`src/rtig_params.svh`:
```
`ifndef RTIG_PARAMS_SVH
`define RTIG_PARAMS_SVH

// instruction word layout
`define RTIG_OP_W          10
`define RTIG_OP_SERIAL_RD  10'h278
`define RTIG_OP_PTR_RD     10'h051
`define RTIG_OP_CMP_WR     10'h239
`define RTIG_OP_INT_RD     10'h253

// comparator-mode select inside the adc control register
`define RTIG_CMP_MODE_BIT  3

// nibble positions
`define RTIG_HI_MSB        7
`define RTIG_HI_LSB        4
`define RTIG_LO_MSB        3
`define RTIG_LO_LSB        0
`define RTIG_PTR_MSB       2

// reset values
`define RTIG_NIB_RST       4'h0
`define RTIG_BYTE_RST      8'h00

`endif

```
`src/rtig_pkg.sv`:
```
package rtig_pkg;
    typedef logic [3:0] rtig_nib_t;
    typedef logic [7:0] rtig_byte_t;
    typedef logic [9:0] rtig_op_t;
    typedef enum logic [2:0] {
        RTIG_OP_NONE   = 3'b000,
        RTIG_OP_SER    = 3'b001,
        RTIG_OP_PTR    = 3'b010,
        RTIG_OP_CMP    = 3'b011,
        RTIG_OP_INT    = 3'b100
    } rtig_op_kind_t;
endpackage

```
`src/rtig_decode.sv`:
```
`timescale 1ns/100ps
`include "rtig_params.svh"

// combinational opcode classifier
module rtig_decode (
    input  wire rtig_pkg::rtig_op_t      opcode_in,
    input  wire logic                    valid_in,
    output rtig_pkg::rtig_op_kind_t      kind_out
);
    import rtig_pkg::*;

    // one-word opcodes, each matched on its full 10 bits
    always_comb begin
        kind_out = RTIG_OP_NONE;
        if (valid_in) begin
            case (opcode_in)
                `RTIG_OP_SERIAL_RD: kind_out = RTIG_OP_SER;
                `RTIG_OP_PTR_RD:    kind_out = RTIG_OP_PTR;
                `RTIG_OP_CMP_WR:    kind_out = RTIG_OP_CMP;
                `RTIG_OP_INT_RD:    kind_out = RTIG_OP_INT;
                default:            kind_out = RTIG_OP_NONE;
            endcase
        end
    end
endmodule

```
`src/rtig_core.sv`:
```
`timescale 1ns/100ps
`include "rtig_params.svh"

// Overview of operation
// - opcode 1001111000 is the serial-read, one word, one cycle
// - serial-read loads B with shift bits 7-4, accumulator with 3-0
// - pointer-read puts 3 pointer bits in acc 2-0, acc bit 3 zero
// - opcode 1000111001 is the comparator-write, one word, one cycle
// - comparator mode: B to comparator bits 7-4, acc to bits 3-0
// - conversion mode: comparator-write changes nothing, acts as no-op
// - interrupt-control-read copies 4-bit interrupt control into acc
// - comparator mode selected by adc control register bit 3
module rtig_core (
    input  wire logic                 core_clk_in,
    input  wire logic                 rst_b_in,
    input  wire logic                 instr_valid_in,
    input  wire rtig_pkg::rtig_op_t   instr_in,
    input  wire rtig_pkg::rtig_nib_t  acc_in,
    input  wire rtig_pkg::rtig_nib_t  reg_b_in,
    input  wire rtig_pkg::rtig_byte_t serial_shift_in,
    input  wire logic [2:0]           data_pointer_bits_in,
    input  wire rtig_pkg::rtig_nib_t  int_control_reg_in,
    input  wire rtig_pkg::rtig_nib_t  adc_control_reg_in,
    output rtig_pkg::rtig_nib_t       acc_out,
    output logic                      acc_we_out,
    output rtig_pkg::rtig_nib_t       reg_b_out,
    output logic                      reg_b_we_out,
    output rtig_pkg::rtig_byte_t      cmp_reg_out,
    output logic                      cmp_we_out,
    output logic                      hit_out,
    output logic                      carry_we_out,
    output logic                      skip_out
);
    import rtig_pkg::*;

    logic          rst_meta_q;
    logic          rst_sync_q;
    rtig_op_kind_t kind;
    logic          exec_ser;
    logic          exec_ptr;
    logic          exec_cmp;
    logic          exec_int;
    logic          cmp_mode;
    rtig_nib_t     acc_d;
    logic          acc_we_d;
    rtig_nib_t     b_d;
    logic          b_we_d;
    rtig_byte_t    cmp_d;
    logic          cmp_we_d;
    logic          hit_d;

    // reset release through two stages to avoid a metastable deassert
    always_ff @(posedge core_clk_in or negedge rst_b_in) begin
        if (!rst_b_in) begin
            rst_meta_q <= 1'b0;
            rst_sync_q <= 1'b0;
        end else begin
            rst_meta_q <= 1'b1;
            rst_sync_q <= rst_meta_q;
        end
    end

    rtig_decode u_decode (
        .opcode_in (instr_in),
        .valid_in  (instr_valid_in),
        .kind_out  (kind)
    );

    // one flag per instruction; keeps the hit term readable
    assign exec_ser = (kind == RTIG_OP_SER);
    assign exec_ptr = (kind == RTIG_OP_PTR);
    assign exec_cmp = (kind == RTIG_OP_CMP);
    assign exec_int = (kind == RTIG_OP_INT);
    assign hit_d    = exec_ser | exec_ptr | exec_cmp | exec_int;

    // mode bit read live; core-side register, no sync needed
    assign cmp_mode = adc_control_reg_in[`RTIG_CMP_MODE_BIT];

    // accumulator next value; unwritten cycles echo the current value
    always_comb begin
        acc_d    = acc_in;
        acc_we_d = 1'b0;
        case (kind)
            RTIG_OP_SER: begin
                // low nibble here, high nibble goes to register b
                acc_d    = serial_shift_in[`RTIG_LO_MSB:`RTIG_LO_LSB];
                acc_we_d = 1'b1;
            end
            RTIG_OP_PTR: begin
                // pointer is three bits wide, so bit 3 is forced low
                acc_d    = {1'b0, data_pointer_bits_in};
                acc_we_d = 1'b1;
            end
            RTIG_OP_INT: begin
                acc_d    = int_control_reg_in;
                acc_we_d = 1'b1;
            end
            default: begin
                // other opcodes leave the accumulator alone
                acc_d    = acc_in;
                acc_we_d = 1'b0;
            end
        endcase
    end

    // register b next value; only the serial read writes it
    always_comb begin
        b_d    = reg_b_in;
        b_we_d = 1'b0;
        case (kind)
            RTIG_OP_SER: begin
                // high nibble of the shift register
                b_d    = serial_shift_in[`RTIG_HI_MSB:`RTIG_HI_LSB];
                b_we_d = 1'b1;
            end
            default: begin
                b_d    = reg_b_in;
                b_we_d = 1'b0;
            end
        endcase
    end

    // comparator next value; conversion mode turns the write into a no-op
    always_comb begin
        cmp_d    = cmp_reg_out;
        cmp_we_d = 1'b0;
        case (kind)
            RTIG_OP_CMP: begin
                if (cmp_mode) begin
                    cmp_d    = {reg_b_in, acc_in};
                    cmp_we_d = 1'b1;
                end else begin
                    // conversion mode leaves every register alone
                    cmp_d    = cmp_reg_out;
                    cmp_we_d = 1'b0;
                end
            end
            default: begin
                // idle cycles re-load the held value
                cmp_d    = cmp_reg_out;
                cmp_we_d = 1'b0;
            end
        endcase
    end

    // accumulator result, echoes acc_in when not written
    always_ff @(posedge core_clk_in or negedge rst_sync_q) begin
        if (!rst_sync_q) begin
            acc_out <= `RTIG_NIB_RST;
        end else begin
            acc_out <= acc_d;
        end
    end

    // accumulator strobe, one cycle; the sequencer commits on it
    always_ff @(posedge core_clk_in or negedge rst_sync_q) begin
        if (!rst_sync_q) begin
            acc_we_out <= 1'b0;
        end else begin
            acc_we_out <= acc_we_d;
        end
    end

    // register b result, echoes reg_b_in when not written
    always_ff @(posedge core_clk_in or negedge rst_sync_q) begin
        if (!rst_sync_q) begin
            reg_b_out <= `RTIG_NIB_RST;
        end else begin
            reg_b_out <= b_d;
        end
    end

    // register b strobe, one cycle
    always_ff @(posedge core_clk_in or negedge rst_sync_q) begin
        if (!rst_sync_q) begin
            reg_b_we_out <= 1'b0;
        end else begin
            reg_b_we_out <= b_we_d;
        end
    end

    // comparator register holds its value unless written in compare mode
    always_ff @(posedge core_clk_in or negedge rst_sync_q) begin
        if (!rst_sync_q) begin
            cmp_reg_out <= `RTIG_BYTE_RST;
        end else begin
            cmp_reg_out <= cmp_d;
        end
    end

    // comparator strobe, low for the conversion-mode no-op
    always_ff @(posedge core_clk_in or negedge rst_sync_q) begin
        if (!rst_sync_q) begin
            cmp_we_out <= 1'b0;
        end else begin
            cmp_we_out <= cmp_we_d;
        end
    end

    // handled flag toward the sequencer, no-op case included
    always_ff @(posedge core_clk_in or negedge rst_sync_q) begin
        if (!rst_sync_q) begin
            hit_out <= 1'b0;
        end else begin
            hit_out <= hit_d;
        end
    end

    // carry is never touched by this group
    always_ff @(posedge core_clk_in or negedge rst_sync_q) begin
        if (!rst_sync_q) begin
            carry_we_out <= 1'b0;
        end else begin
            carry_we_out <= 1'b0;
        end
    end

    // no skip condition in this group
    always_ff @(posedge core_clk_in or negedge rst_sync_q) begin
        if (!rst_sync_q) begin
            skip_out <= 1'b0;
        end else begin
            skip_out <= 1'b0;
        end
    end
endmodule

```
`config.mk`:
```
export PLATFORM = sky130hd
export DESIGN_NAME = rtig_core
export DESIGN_NICKNAME = d
export VERILOG_FILES = /design/src/rtig_pkg.sv /design/src/rtig_decode.sv /design/src/rtig_core.sv
export VERILOG_INCLUDE_DIRS = /design/src
export SDC_FILE = /design/constraint.sdc
export NUM_CORES = 1
export LEC_CHECK = 0
export ABC_CLOCK_PERIOD_IN_PS = 800
export BUFFER_PORTS_ARGS = -buffer_cell sky130_fd_sc_hd__buf_2
export CAP_MARGIN = 5
export CELL_PAD_IN_SITES_DETAIL_PLACEMENT = 1
export CELL_PAD_IN_SITES_GLOBAL_PLACEMENT = 1
export CORE_MARGIN = 2
export CORE_UTILIZATION = 30
export DETAILED_ROUTE_END_ITERATION = 8
export PLACE_DENSITY = 0.75
export SYNTH_ARGS = -nofsm -noshare
export SYNTH_HDL_FRONTEND = slang
export SYNTH_SLANG_ARGS = --single-unit
export TNS_END_PERCENT = 30
```
`constraint.sdc`:
```
create_clock -name core_clk_in -period 0.8 [get_ports core_clk_in]
set_input_delay 0.08 -clock core_clk_in [delete_from_list [all_inputs] [get_ports core_clk_in]]
set_output_delay 0.08 -clock core_clk_in [all_outputs]
set_load 0.1 [all_outputs]
```
## Yosys cells after proc, flatten, opt, wreduce, memory -nomap -nowiden

Index checks and enable logic that the tools add are counted.

| storage, ports and cells | value |
|---|---|
| bits of input ports | 40 |
| output and inout port bits | 22 |
| flip-flop bits (word level) | 22 |

| cells by class | value |
|---|---|
| multiplexer cells | 8 |
| reduce and logical (&&, ||, !) cells | 2 |
| equal/unequal tests | 8 |
| bitwise logic cells | 3 |

Operators by type and width:

| kind | number |
|---|---|
| $eq A10 B10 Y1 const B | 3 |
| $pmux W3 S4 | 1 |
| $pmux W4 S3 | 1 |
| $eq A10 B7 Y1 const B | 1 |
| $eq A3 B2 Y1 const B | 2 |
| $mux W1 | 4 |
| $mux W4 | 1 |
| $eq A3 B1 Y1 const B | 1 |
| $eq A3 B3 Y1 const B | 1 |
| $mux W3 | 1 |
| $or A1 B1 Y1 | 3 |
| $reduce_or A3 Y1 | 1 |
| $reduce_and A2 Y1 | 1 |

## Logic depth before layout (Yosys ltp)

| depth | value |
|---|---|
| depth after elaboration | 7 |
| gate-level depth with buffers | 5 |

## By module

From an unflattened synthesis, not the netlist that was laid out.

| second synthesis, totals | value |
|---|---|
| cells, all modules | 82 |
| area total of the unflattened synthesis | 1,058.5 um^2 |

By module, submodules not included:

| module | sequential area each (um^2) | cells each | instances | area an instance (um^2) |
|---|---|---|---|---|
| rtig_core | 550.5 | 70 | 1 | 949.7 |
| rtig_decode | 0.0 | 12 | 1 | 108.9 |

## Worst setup path before layout

OpenSTA, ideal clock, no wires.

| timing path | value |
|---|---|
| kind | input to register |
| from | input instr_in[8] |
| to | register cmp_reg_out[0] |
| stages on the path | 5 |
| data arrival time | 1.641 ns |
| setup slack | -0.966 ns |
| required time | 0.675 ns |
| path through | or2_1 > or4_1 > buf_2 > nor3_4 > mux2_2 |

| on the way | value |
|---|---|
| word-level cells in the longest chain between the ends | 5 |
| elaborated cells between the ends (all ways) | 8 |
| those cells by class | 5 x eq/ne; 2 x mux; 1 x reduce/logical |

Ends and longest elaborated chain:

| element | RTL line | RTL |
|---|---|---|
| start: declaration | rtig_core.sv:17 | `input wire rtig_pkg::rtig_op_t instr_in,` |
| $eq A10 B10 Y1 or $eq A10 B7 Y1 (tied branches) | rtig_decode.sv:16 | `case (opcode_in)` |
| $pmux W3 S4 (*) | rtig_decode.sv:16 |  |
| $mux W3 (*) | rtig_decode.sv:15 | `if (valid_in) begin` |
| $eq A3 B2 Y1 (*) | rtig_core.sv:127 | `case (kind)` |
| $reduce_and A2 Y1 (no line) (*) | -- |  |
| end signal: assignment | rtig_core.sv:185 | `` cmp_reg_out <= `RTIG_BYTE_RST; `` |
| end signal: assignment | rtig_core.sv:187 | `cmp_reg_out <= cmp_d;` |
| end: declaration | rtig_core.sv:28 | `output rtig_pkg::rtig_byte_t cmp_reg_out,` |

Every way passes the cells marked *; elsewhere a longest branch is shown, timed or not.
A chain may end at the register's enable or synchronous reset.

## Worst setup path in the final report

| timing path | value |
|---|---|
| from | input instr_in[2] |
| to | register cmp_reg_out[1] |

The elaborated chain is that of the path after synthesis.

==> key figures <==
Outcome
  • Status: finished with violations
  • Failing checks: negative setup slack

Timing
  • Final hold violation count: 0
  • Final setup margin: -682 ps
  • Tmin final: 1480 ps
  • Final setup violation count: 39
  • Crit share post-route: 1.85
  • Clk_skew: 4.95 ps
  • RSZ-0062 raised after global routing: true
  • Fin. max-slew vios: 0
  • Hold_ws: about 20 ps
  • Highest clock rate: 675 MHz

Clock network
  • Worst-Skew Late Latency: 300 ps
  • Cts hold-fix bufs: 5
  • Root buffer cell: clkbuf_4
  • CTS Sinks: 22
  • Clk slew on worst S/H paths: approximately 130 ps
  • CTS buffer count: 3
  • Maximum level of the CTS H-tree: 1
  • CTS tree: built
  • Max clock buf depth: 2

Placed design
  • Port buffer count: 56
  • Pre-CTS setup slack: -1160 ps
  • DPL Wire Length: 2.57 mm
  • Routability cong.: 0.792

Route
  • Routed via count: 932
  • Drt total wl: 3.70 mm
  • DRT antenna net count: 0
  • Initial DRT Pass Iterations: 4
  • Drt via density: 4.98
  • DR iter-0 viols: 24
  • DRC viols: 0
  • Avg WL per Cell: approximately 20 um

Die
  • Row count: 20
  • Chip width: 59.8 um
  • Num ports: 62
  • Core area: 0.00300 mm^2
  • Die area: 0.00357 mm^2
  • Die H: 59.8 um
  • Initial Utilization: 0.311

Cells and area
  • Layout area overhead: 104%
  • Most frequent cells in the layout: buf_2 (35), dfrtp_1 (22), buf_12 (21)
  • Commonest non-fill, non-tap cell in the layout: buf_2
  • Nets: around 200
  • Layout fillers: 303
  • Ratio of cells with drive above 1 in the final layout: 0.636
  • N_diodes: 0

Critical path
  • CP arrival: about 1700 ps
  • CP Data Required Time: 1000 ps
  • Crit end category: register
  • Slowest cell on the critical path: or4_4
  • Family with the most delay on the worst path: simple AND/OR/NAND/NOR gates
  • CP bufs+invs: 2
  • Crit Path Max Fanout: 9
  • CP max stage delay: 560 ps
  • CP Class: primary input to register
  • Startpoint types: primary input
  • Crit-path cells: buf_6, or2_4, or4_4, nor3_4, buf_12, mux2_4

Synthesis
  • Area of the mapped netlist: approximately 930 um^2
  • Sequential area share after synthesis: 0.590
  • Distinct cell type count after synthesis: 24
  • Yosys warns: 0
  • Mapped Cells: 72
  • Seq cells post-synth: 22
  • Avg Cell Area, Syn: 13.0 um^2

GRT
  • GRT Util Overall: 0.230
  • First-pass GRT wire length: 5.85 mm
  • Vias in the first global route: 1097
  • GRT Residual Overflow: 0
  • Largest net degree at the start of global routing: 14
  • Initial antenna violation count: 0

Min path
  • Hold Crit Class: primary input to register

Flow run
  • Max Cap Violations: 0

Pwr
  • VDD IR max: 0.812 mV
  • Leakage: 0.000919 uW
  • Total power density per cell area: 1390 mW/mm^2
where the power goes:
part	total, uW	switching (uW)	internal (uW)
sequential	1170	24.2	1140
combinational	618	366	252
clock	859	353	506
total	2640	744	1900
state kept, by name, indices dropped and copies added, names as in the netlist:
name	cells
rst_meta_q	1
reg_b_out	4
acc_out	4
acc_we_out	1
cmp_reg_out	8
cmp_we_out	1
reg_b_we_out	1
rst_sync_q	1
hit_out	1
routing by layer:
layer	GRT usage	up-vias	share of wire
li1	-	419	-
met1	0.260	471	0.36
met2	0.443	34	0.57
met3	0.0390	8	0.039
met4	0.0540	0	0.026
met5	0	-	0
per-stage QoR:
step / setup TNS, ps / util / instances / cell area, um^2 / power, uW
final: -15880 / 0.635 / 187 / 1910 / 2640
after global routing: -16660 / 0.635 / 187 / 1910 / 2760
after CTS: -16180 / 0.626 / 186 / 1880 / 2680
after detailed placement: -20030 / 0.555 / 174 / 1670 / 1750
after global placement: -18800 / 0.555 / 174 / 1670 / 1730
after floorplan: -19270 / - / 73 / 937 / 1470
synth_stat cells, drive strengths merged:
cell type   n  share of area
dfrtp      22           0.59
nand4bb     1          0.012
a221o       4          0.043
nand2b      2          0.013
nand4       1         0.0067
or3         1         0.0067
conb        2         0.0080
inv         2         0.0080
buf         3          0.021
nor2        7          0.031
o22a        1          0.011
o22ai       1         0.0067
nor3        2          0.023
or4         2          0.016
and2        1         0.0067
a22oi       3          0.024
clkbuf      1         0.0040
or2         1         0.0067
nand2       2         0.0080
xnor2       1         0.0094
mux2       12           0.14
layout make-up:
| type | count | area, um^2 | area share |
|---|---|---|---|
| timing repair buffer | 81 | 822 | 0.431 |
| clock inverter | 1 | 30.0 | 0.0157 |
| multi-input combinational | 45 | 433 | 0.227 |
| sequential | 22 | 551 | 0.289 |
| tap | 33 | 41.3 | 0.0217 |
| inverter | 2 | 7.51 | 0.00394 |
| clock buffer | 3 | 22.5 | 0.0118 |
repair_timing:
item / 4_1_cts / 5_1_grt
setup buffers: 3 / 1
pin swaps: 5 / 2
endpoints found under the setup margin: 39 / 39
endpoints found under the hold margin: 6 / 1
resized for setup: 20 / 5
cells by family after synthesis:
logic type | after synthesis | synth area share
buffers and inverters | 6 | 0.0335
multiplexers | 12 | 0.145
XOR/XNOR | 1 | 0.00939
AO/OA/AOI/OAI | 9 | 0.0845
AND/OR/NAND/NOR | 20 | 0.130
flip-flops | 22 | 0.590
other | 2 | 0.00805
path summary, 6_finish.rpt:
kind	slack, ps	cells after the start	startpoint	endpoint
setup / recovery	-680	6	instr_in[2]	cmp_reg_out[1]
hold / removal	20	2	serial_shift_in[4]	reg_b_out[0]
setup reg to reg	-40	1	cmp_reg_out[6]	cmp_reg_out[6]
hold reg to reg	190	1	rst_sync_q	reg_b_out[0]
max in group asynchronous	450	1	rst_sync_q	acc_we_out
min in group asynchronous	60	2	rst_b_in	rst_meta_q
(Power assumes the default switching activity.)
